<file path="config.mk">
export PLATFORM = sky130hd
export DESIGN_NAME = crd_status
export DESIGN_NICKNAME = d
export VERILOG_FILES = /design/src/hw/crd_pkg.sv /design/src/hw/crd_flag.sv /design/src/hw/crd_status.sv
export VERILOG_INCLUDE_DIRS = /design/src /design/src/hw
export SDC_FILE = /design/constraint.sdc
export NUM_CORES = 1
export LEC_CHECK = 0
export BUFFER_PORTS_ARGS = -buffer_cell sky130_fd_sc_hd__buf_4
export CELL_PAD_IN_SITES_DETAIL_PLACEMENT = 0
export CELL_PAD_IN_SITES_GLOBAL_PLACEMENT = 2
export CORE_MARGIN = 1
export CORE_UTILIZATION = 33
export CTS_CLUSTER_DIAMETER = 30
export DETAILED_ROUTE_END_ITERATION = 12
export PLACE_DENSITY_LB_ADDON = 0.1
export SLEW_MARGIN = 20
export SYNTH_ARGS = -nofsm -noshare
export SYNTH_HDL_FRONTEND = slang
export SYNTH_SLANG_ARGS = --single-unit
</file>
<file path="constraint.sdc">
create_clock -name CORE_CLK -period 2.8 [get_ports CORE_CLK]
set_input_delay 0 -clock CORE_CLK [delete_from_list [all_inputs] [get_ports CORE_CLK]]
set_output_delay 0 -clock CORE_CLK [all_outputs]
set_load 0.03 [all_outputs]
</file>
<file path="src/hw/crd_params.svh">
/*
 * Constants for the card reader status logic: bit positions of the
 * status word, register selects and the reset values of flag and status state.
 * Assumes nothing; definitions only.
 */
`ifndef CRD_PARAMS_SVH
`define CRD_PARAMS_SVH

// Register selects on the documented three-address port
`define SEL_STATUS 2'h0
`define SEL_BUF_RAW 2'h1
`define SEL_BUF_PACKED 2'h2

// Status bit positions
`define BIT_ERROR 15
`define BIT_CARD_DONE 14
`define BIT_TRAY 13
`define BIT_TRANSPORT 12
`define BIT_OVERRUN 11
`define BIT_ONLINE_EV 10
`define BIT_BUSY 9
`define BIT_OFFLINE 8
`define BIT_COL_AVAIL 7
`define BIT_IE 6
`define BIT_DISCARD 1
`define BIT_READ 0

// Reset values of control and flag state
`define RST_FLAG 1'h0
`define RST_STATUS 16'h0000

`endif

</file>
<file path="src/hw/crd_pkg.sv">
/*
 * Types shared by the card reader status logic.
 * Assumes crd_params.svh is on the include path.
 */
package crd_pkg;

   // Bus request toward the registers
   typedef struct packed {
      logic rd;           // Read strobe, one cycle
      logic wr;           // Write strobe, one cycle
      logic [1:0] sel;    // Register select
      logic [1:0] be;     // Byte enables, bit 0 low byte
      logic [15:0] wdata; // Write data
   } bus_req_t;

   // Sensor inputs from the reader mechanism
   typedef struct packed {
      logic online;       // Reader on-line level
      logic tray_alarm;   // Hopper empty or stacker full
      logic feed_fail;    // Feed failure
      logic jam;          // Card jam
      logic stack_fail;   // Stacking failure
      logic card_in_stn;  // Card in read station
      logic col_strobe;   // New column latched, one-cycle pulse
      logic card_end;     // Card left the read station, pulse
      logic [11:0] col;   // Column data
   } sensor_t;

   // Read state
   typedef enum logic [1:0] {
      RD_IDLE = 2'b00,
      RD_FEED = 2'b01,
      RD_DONE = 2'b10
   } rd_state_t;

endpackage

</file>
<file path="src/hw/crd_flag.sv">
/*
 * One sticky flag: set wins over clear, synchronous clear, async reset.
 * Assumes a single clock and an active-low asynchronous reset.
 */
`timescale 1ns/1ps
`default_nettype none
`include "crd_params.svh"

module crd_flag (
   // Clock and reset
   input wire logic clk,
   input wire logic rst_n,
   // Controls
   input wire logic set,
   input wire logic clr,
   // State
   output logic q
);
   logic flag_ff; // Stored flag
   logic nxt_flag; // Next value

   // Set takes priority so no event is lost
   always_comb begin
      nxt_flag = flag_ff;
      if (clr) begin
         nxt_flag = 1'b0;
      end
      if (set) begin
         nxt_flag = 1'b1;
      end
   end

   // Register
   always_ff @(posedge clk or negedge rst_n) begin
      if (!rst_n) begin
         flag_ff <= `RST_FLAG;
      end else begin
         flag_ff <= nxt_flag;
      end
   end

   assign q = flag_ff;
endmodule
`default_nettype wire

</file>
<file path="src/hw/crd_status.sv">
/*
 * Card reader status register logic: error, card done, tray alarm,
 * transport fault, column overrun, went-online, busy, off-line and
 * column-available flags, with a word-wide register port.
 * Assumes synchronous sensor inputs and one-cycle bus strobes.
 */
//
// Function
// - Going off-line sets error flip-flop
// - Overrun at card end sets error
// - Read ignored while error set and its cause persists
// - Error read-only, init clears, interrupts
// - Status write clears four flags when clean
// - High-byte-only status writes do nothing
// - Card done sets after card passes
// - Bit 13 shows tray alarm live
// - Bit 12 shows transport faults live
// - Missing sensor strapped to read zero
// - Column overrun when buffer unread
// - Overrun clears column available
// - Overrun blocks column available, transfers
// - Discard bit never blocks overrun setting
// - Went-online sets on coming on-line with no tray or transport fault
// - Busy while card read in station
// - Bit 8 shows off-line state
// - Column available sets on new column
// - Buffer access clears column available
// - Discard or overrun inhibits column available
// - Overrun still flagged after discard
// - Interrupt needs enable and a source
// - Unused bits zero, read-only unchanged
`timescale 1ns/1ps
`default_nettype none
`include "crd_params.svh"

module crd_status (
   // Clock and reset
   input wire logic CORE_CLK,
   input wire logic RST_N,
   // Processor bus
   input wire crd_pkg::bus_req_t BUS_REQ,
   input wire logic BUS_INIT,
   output logic [15:0] BUS_RDATA,
   // Reader mechanism
   input wire crd_pkg::sensor_t SENSE,
   input wire logic TRAY_FITTED,
   input wire logic TRANSPORT_FITTED,
   output logic READ_CMD,
   // Interrupt request
   output logic IRQ
);
   import crd_pkg::*;

   // ****************************************************************
   // Decode
   // ****************************************************************
   logic st_wr; // Status write that touches the low byte
   logic buf_acc; // Any access to either buffer address
   logic tray_bit; // Strapped tray alarm
   logic xport_bit; // Strapped transport fault
   logic cause; // Some error cause remains

   assign st_wr = BUS_REQ.wr && (BUS_REQ.sel == `SEL_STATUS) && BUS_REQ.be[0];
   assign buf_acc = (BUS_REQ.rd || BUS_REQ.wr) &&
                    ((BUS_REQ.sel == `SEL_BUF_RAW) ||
                     (BUS_REQ.sel == `SEL_BUF_PACKED));
   assign tray_bit = TRAY_FITTED && SENSE.tray_alarm;
   assign xport_bit = TRANSPORT_FITTED &&
                      (SENSE.feed_fail || SENSE.jam || SENSE.stack_fail);
   assign cause = tray_bit || xport_bit || !SENSE.online;

   // ****************************************************************
   // Control bits and line tracking
   // ****************************************************************
   logic ie_ff, nxt_ie; // Interrupt enable
   logic disc_ff, nxt_disc; // Discard-card command
   logic read_ff, nxt_read; // Read command
   logic online_ff, nxt_online; // Previous on-line level
   logic [11:0] buf_ff, nxt_buf; // Column data buffer
   rd_state_t rst_ff, nxt_rst; // Read state

   logic err_q, done_q, ovr_q, onl_q, cav_q;
   logic clr_write; // Flag clear by status write

   assign clr_write = st_wr && !cause;

   // Next values of control state
   always_comb begin
      nxt_ie = ie_ff;
      nxt_disc = disc_ff;
      nxt_read = read_ff;
      nxt_online = SENSE.online;
      nxt_buf = buf_ff;
      nxt_rst = rst_ff;
      if (st_wr) begin
         nxt_ie = BUS_REQ.wdata[`BIT_IE];
         nxt_disc = BUS_REQ.wdata[`BIT_DISCARD];
         if (BUS_REQ.wdata[`BIT_READ] && !(err_q && cause)) begin
            nxt_read = 1'b1;
         end
      end
      if (SENSE.col_strobe && !ovr_q) begin
         nxt_buf = SENSE.col;
      end
      case (rst_ff)
         RD_IDLE: begin
            if (read_ff && SENSE.card_in_stn) begin
               nxt_rst = RD_FEED;
            end
         end
         RD_FEED: begin
            // busy ends with card or command
            if (SENSE.card_end || !SENSE.card_in_stn || !read_ff) begin
               nxt_rst = RD_DONE;
            end
         end
         RD_DONE: begin
            nxt_read = 1'b0;
            nxt_rst = RD_IDLE;
         end
         default: begin
            nxt_rst = RD_IDLE;
         end
      endcase
      if (!SENSE.online) begin
         nxt_read = 1'b0;
      end
      if (BUS_INIT) begin
         nxt_ie = 1'b0;
         nxt_disc = 1'b0;
         nxt_read = 1'b0;
         nxt_rst = RD_IDLE;
      end
   end

   // Register control state
   always_ff @(posedge CORE_CLK or negedge RST_N) begin
      if (!RST_N) begin
         ie_ff <= `RST_FLAG;
         disc_ff <= `RST_FLAG;
         read_ff <= `RST_FLAG;
         online_ff <= `RST_FLAG;
         buf_ff <= 12'h000;
         rst_ff <= RD_IDLE;
      end else begin
         ie_ff <= nxt_ie;
         disc_ff <= nxt_disc;
         read_ff <= nxt_read;
         online_ff <= nxt_online;
         buf_ff <= nxt_buf;
         rst_ff <= nxt_rst;
      end
   end

   // ****************************************************************
   // Sticky flags
   // ****************************************************************
   logic err_set, done_set, ovr_set, onl_set, cav_set, cav_clr;
   logic overrun_now; // New column while previous unread

   assign overrun_now = SENSE.col_strobe && cav_q;
   assign ovr_set = overrun_now && !(disc_ff && !cav_q);
   // off-line edge, overrun at card end
   assign err_set = (online_ff && !SENSE.online) ||
                    (SENSE.card_end && (ovr_q || ovr_set));
   assign done_set = SENSE.card_end;
   assign onl_set = !online_ff && SENSE.online && !cause;
   assign cav_set = SENSE.col_strobe && !cav_q && !ovr_q && !disc_ff;
   assign cav_clr = buf_acc || ovr_set || BUS_INIT;

   crd_flag u_err (
      .clk(CORE_CLK), .rst_n(RST_N), .set(err_set),
      .clr(BUS_INIT || clr_write), .q(err_q));
   crd_flag u_done (
      .clk(CORE_CLK), .rst_n(RST_N), .set(done_set),
      .clr(BUS_INIT || clr_write), .q(done_q));
   crd_flag u_ovr (
      .clk(CORE_CLK), .rst_n(RST_N), .set(ovr_set),
      .clr(BUS_INIT || clr_write), .q(ovr_q));
   crd_flag u_onl (
      .clk(CORE_CLK), .rst_n(RST_N), .set(onl_set),
      .clr(BUS_INIT || clr_write), .q(onl_q));
   crd_flag u_cav (
      .clk(CORE_CLK), .rst_n(RST_N), .set(cav_set),
      .clr(cav_clr), .q(cav_q));

   // ****************************************************************
   // Read data and outputs
   // ****************************************************************
   logic [15:0] status_w; // Assembled status word
   logic [15:0] rdata_ff, nxt_rdata; // Registered read data
   logic irq_ff, nxt_irq; // Registered interrupt

   always_comb begin
      status_w = `RST_STATUS;
      status_w[`BIT_ERROR] = err_q;
      status_w[`BIT_CARD_DONE] = done_q;
      status_w[`BIT_TRAY] = tray_bit;
      status_w[`BIT_TRANSPORT] = xport_bit;
      status_w[`BIT_OVERRUN] = ovr_q;
      status_w[`BIT_ONLINE_EV] = onl_q;
      status_w[`BIT_BUSY] = (rst_ff == RD_FEED);
      status_w[`BIT_OFFLINE] = !SENSE.online;
      status_w[`BIT_COL_AVAIL] = cav_q;
      status_w[`BIT_IE] = ie_ff;
      status_w[`BIT_DISCARD] = disc_ff;
      status_w[`BIT_READ] = read_ff;
   end

   // Read mux and interrupt request
   always_comb begin
      nxt_rdata = rdata_ff;
      if (BUS_REQ.rd) begin
         case (BUS_REQ.sel)
            `SEL_STATUS: nxt_rdata = status_w;
            `SEL_BUF_RAW: nxt_rdata = {4'h0, buf_ff};
            `SEL_BUF_PACKED: nxt_rdata = {8'h00, buf_ff[7:0]};
            default: nxt_rdata = 16'h0000;
         endcase
      end
      nxt_irq = ie_ff && (err_q || done_q || onl_q || cav_q);
   end

   // Register outputs
   always_ff @(posedge CORE_CLK or negedge RST_N) begin
      if (!RST_N) begin
         rdata_ff <= `RST_STATUS;
         irq_ff <= `RST_FLAG;
      end else begin
         rdata_ff <= nxt_rdata;
         irq_ff <= nxt_irq;
      end
   end

   assign BUS_RDATA = rdata_ff;
   assign IRQ = irq_ff;
   assign READ_CMD = read_ff;
endmodule
`default_nettype wire

</file>
Word-level counts from Yosys, hierarchy flattened
Index checks and enable logic that the tools add are counted.
{ "word_totals": {"output_inout_bits": 18, "wordCells": 99, "mem_count": 0, "rom_bits": 0, "latch_bits": 0, "ram_bits": 0, "input_bits": 47, "register_bits": 40} }
{ "classes": {"n_shift": 0, "n_eq_ne": 8, "muxes": 21, "n_bitwise": 0, "reduce_logical": 57, "multipliers": 0, "addsub": 0, "div": 0, "magnitude_cmp": 0} }
{ "op_table": {"columns": ["operator", "n"], "rows": [
  ["16-bit one-hot mux with 3 select lines", 1],
  ["1-bit logical AND", 21],
  ["1-bit logical OR", 16],
  ["1-bit two-way mux", 16],
  ["2-bit nonzero test", 6],
  ["1-bit zero test", 10],
  ["4-bit by 2-bit inequality test with 1-bit output (second input constant)", 2],
  ["2-bit two-way mux", 3],
  ["2-bit by 1-bit == test with 1-bit output (second input constant)", 2],
  ["2-bit == test (second input constant)", 2],
  ["2-bit zero test", 2],
  ["2-bit one-hot mux with 2 select lines", 1],
  ["2-bit AND reduction", 2],
  ["3-bit by 2-bit inequality test with 1-bit output (second input constant)", 1],
  ["3-bit inequality test (second input constant)", 1]
]} }

Depth between registers and ports, before layout
{ "depth": {"ltp_word": 13, "mapped_depth": 6, "mapped_depth_nobuf": 5} }

Hierarchy
Synthesis repeated with hierarchy kept, for this count alone.
{ "unflattened": {"cells_unflattened": 138, "hier_area_um2": 1721.7} }
{ "modules_own_cells": {"columns": ["module", "area_each_um2", "seq_area_each_um2", "instances", "cells_each"], "rows": [
  ["crd_status", 1540.2, 875.8, 1, 123],
  ["crd_flag", 36.3, 25.0, 5, 3]
]} }

Worst setup path after synthesis
No wires, ideal clock.
{ "synth_path": {"path_type": "reg-to-reg", "start": "reg u_ovr.flag_ff (netlist: u_ovr.q)", "end": "reg buf_ff[0]", "required_ns": 2.675, "path_stages_with_launch": 4, "path_slack_ns": 1.593, "setup_ns": 0.125, "path_buffers": 1, "t_arrival_ns": 1.082, "cell_sequence": "dfrtp_1 > nor2b_2 > buf_4 > mux2_2"} }
{ "synth_between": {"elab_chain_cells": 2} }
{ "synth_rtl": {"columns": ["element", "line", "rtl"], "rows": [
  ["from (decl)", "crd_flag.sv:19", "logic flag_ff;"],
  ["from (signal assigned)", "crd_flag.sv:36", "flag_ff <= `RST_FLAG;"],
  ["from (signal assigned)", "crd_flag.sv:38", "flag_ff <= nxt_flag;"],
  ["1-bit zero test", "crd_status.sv:102", "if (SENSE.col_strobe && !ovr_q) begin"],
  ["1-bit logical AND", "crd_status.sv:102", null],
  ["to (signal assigned)", "crd_status.sv:150", "buf_ff <= nxt_buf;"],
  ["to (decl)", "crd_status.sv:79", "logic [11:0] buf_ff, nxt_buf;"]
]} }
No other way between the ends.
A chain may end at the register's enable or synchronous reset.

==> impl_metrics.yaml <==
synthesis:
  async_flop_share: 1.00
  synth_cell_types: 39
  syn_inst: 134
  ys_seq_elements: 40
  synth_edf_count: 0
  netlist_area_um2: 1720
  syn-num-nets: 185
  syn_avg_cell_area_um2: 12.8
  synth_warnings: 0
  synth_top_flop_cell: "dfrtp_1"
  ys_seq_area_frac: 0.581
clock_network:
  clkTransAtPathRegs_ns: 0.07
  post_cts_buffers: 0
  cts_inserted_buffers: 5
  post_cts_resized: 0
  cts_root_buffer: "clkbuf_8"
  cts.path.max_buffers: 2
  tritoncts: "built"
  cts_max_level: 2
  clk_latency_ns: 0.29
  cts.sinks: 40
global_routing:
  grt.overflow.total: 0
  grt_util_all_layers: 0.163
  antenna_found_initial: 0
  grt_max_degree: 41
  grt_pass1_wl_um: 6560
  grt_pass1_vias: 1353
critical_path:
  cpMaxStageDelayCell: "dlygate4sd3_1"
  start_kind: "input pin"
  critPathMaxFanout: 12
  end_kind: "register"
  cp.arrival_ns: 1.82
  cp_cell_sequence: "dlygate4sd3_1 -> buf_4 -> and3b_1 -> a32o_1 -> dlygate4sd3_1"
  critPathMaxStageDelay_ns: 0.55
  cp.required_ns: 2.97
  path_class: "input pin to register"
  crit_top_cell: "dlygate4sd3_1"
detailed_routing:
  ant_nets: 0
  met1_length_um: 1950
  drc: 0
  first_pass_iters: 4
  routed-wl-met2_um: 1930
  wirelength_um: 4110
  routedWlPerCell_um: 14.8
  maxUsedRoutingLayer: "met4"
  num_vias: 1320
  drt_iter0_drc: 41
  dr_wl_met3_um: 185
  vias_per_cell: 4.77
finish:
  drive_gt1_frac: 0.352
  layout_commonest_cell: "buf_4"
  final_nets: 261
  layout_common_cells: "buf_4 (50), dfrtp_1 (40), dlygate4sd3_1 (24)"
  diodes: 0
  areaGrowthSynthToFinish_pct: 43.7
  utilization: 0.507
pwr:
  p_per_area_nw_per_um2: 546
  irDropWorstVdd_mv: 0.273
  p_leak_nw: 1.17
timing:
  rsz0062_at_grt: "no"
  clock.fmax_ghz: 0.606
  finalMaxSlewViolations: 0
  finalSetupViolCount: 0
  slew_headroom: 0.536
  finalCriticalPeriod_ns: 1.65
  fin_crit_sh: 0.589
  finalHoldViolCount: 0
  finalSetupTns_ns: 0
  fin_skew_ns: 0.00783
  worstMarginPinSlew_ns: 0.693
place:
  dp_hpwl_um: 2860
  globalplace.congestion: 0.761
  port_buffers: 50
floorplanning:
  dieArea_um2: 5510
  core_area_um2: 4880
  num_rows: 25
  start_util: 0.353
  die_h_um: 74.2
  die_w_um: 74.2
  io_pins: 65
worst_hold_path:
  hold_path_class: "input pin to register"
outcome:
  status: "finished, final reports clean"
flow_run:
  cap_violations: 0
worst max-delay path: cells and delay by family:
kind            cells  cell delay (ns)
buf+inv             3             1.26
compound gates      1             0.29
simple gates        1             0.26
registers in the layout, indices dropped and copies added (netlist names):
signal,flops
ie_ff,1
u_ovr.q,1
rst_ff,2
u_onl.q,1
IRQ,1
buf_ff,12
BUS_RDATA,16
u_cav.q,1
u_err.q,1
disc_ff,1
READ_CMD,1
online_ff,1
u_done.q,1
layout make-up:
class / instances / area [µm²]
Clock inverter: 2 / 12.5
Sequential cell: 40 / 1000
Inverter: 9 / 33.8
Multi-Input combinational cell: 80 / 659
Fill cell: 460 / 2400
Tap cell: 67 / 83.8
Timing Repair Buffer: 74 / 616
Clock buffer: 5 / 68.8
routing by layer:
layer / vias up / GRT usage
li1: 635 / -
met1: 645 / 0.222
met2: 35 / 0.253
met3: 5 / 0.0461
met4: 0 / 0.0566
met5: - / 0
Yosys cell counts, types with 3 or more instances:
library cell,instances,share of area
dfrtp_1,40,0.58
mux2_2,11,0.072
inv_1,9,0.020
a221o_1,7,0.041
nor2_1,7,0.015
o21ai_0,5,0.015
a22o_1,4,0.020
ha_1,4,0.029
nand2_1,4,0.0087
and2_0,3,0.011
nand3_1,3,0.0087
kinds of logic after synthesis:
group           after synthesis  synth area share
fa+ha+maj                     4            0.0291
compound gates               31             0.159
simple gates                 31             0.105
flops                        40             0.581
mux                          14            0.0901
buf+inv                      14            0.0356
stage by stage:
step	hold slack [ns]	instances	worst slack [ns]	area [µm²]	power [W]
global placement	0.000460	246	1.27	2150	0.000969
detailed placement	0.00973	246	1.26	2150	0.000977
floorplan	-0.296	134	1.59	1720	0.000854
finish	0.0129	277	1.15	2470	0.00135
global route	0.0174	277	1.13	2470	0.00142
CTS	0.0101	277	1.16	2470	0.00137
path summary, 6_finish.rpt:
kind | startpoint | to | slack [ns] | cells after the start
worst max-delay path | BUS_REQ[21] | BUS_RDATA[13] | 1.15 | 5
worst min-delay path | TRANSPORT_FITTED | BUS_RDATA[12] | 0.01 | 3
worst max register to register | u_ovr.q | buf_ff[3] | 1.27 | 2
worst min register to register | online_ff | u_onl.q | 0.46 | 1
max in group asynchronous | RST_N | BUS_RDATA[12] | 2.21 | 2
min in group asynchronous | RST_N | BUS_RDATA[14] | 0.24 | 2
power by group:
| group | internal [W] | switching (W) |
|---|---|---|
| Combinational | 0.000150 | 0.000139 |
| Clock | 0.000169 | 0.000197 |
| Sequential | 0.000650 | 0.0000470 |
| Total | 0.000969 | 0.000383 |
timing repair:
action / 4_1_cts / 5_1_grt
endpoints found under the hold margin: 66 / 0
endpoints found under the setup margin: 0 / 0
hold buffers: 24 / 0
No activity file was read; power rests on OpenSTA's default activity.
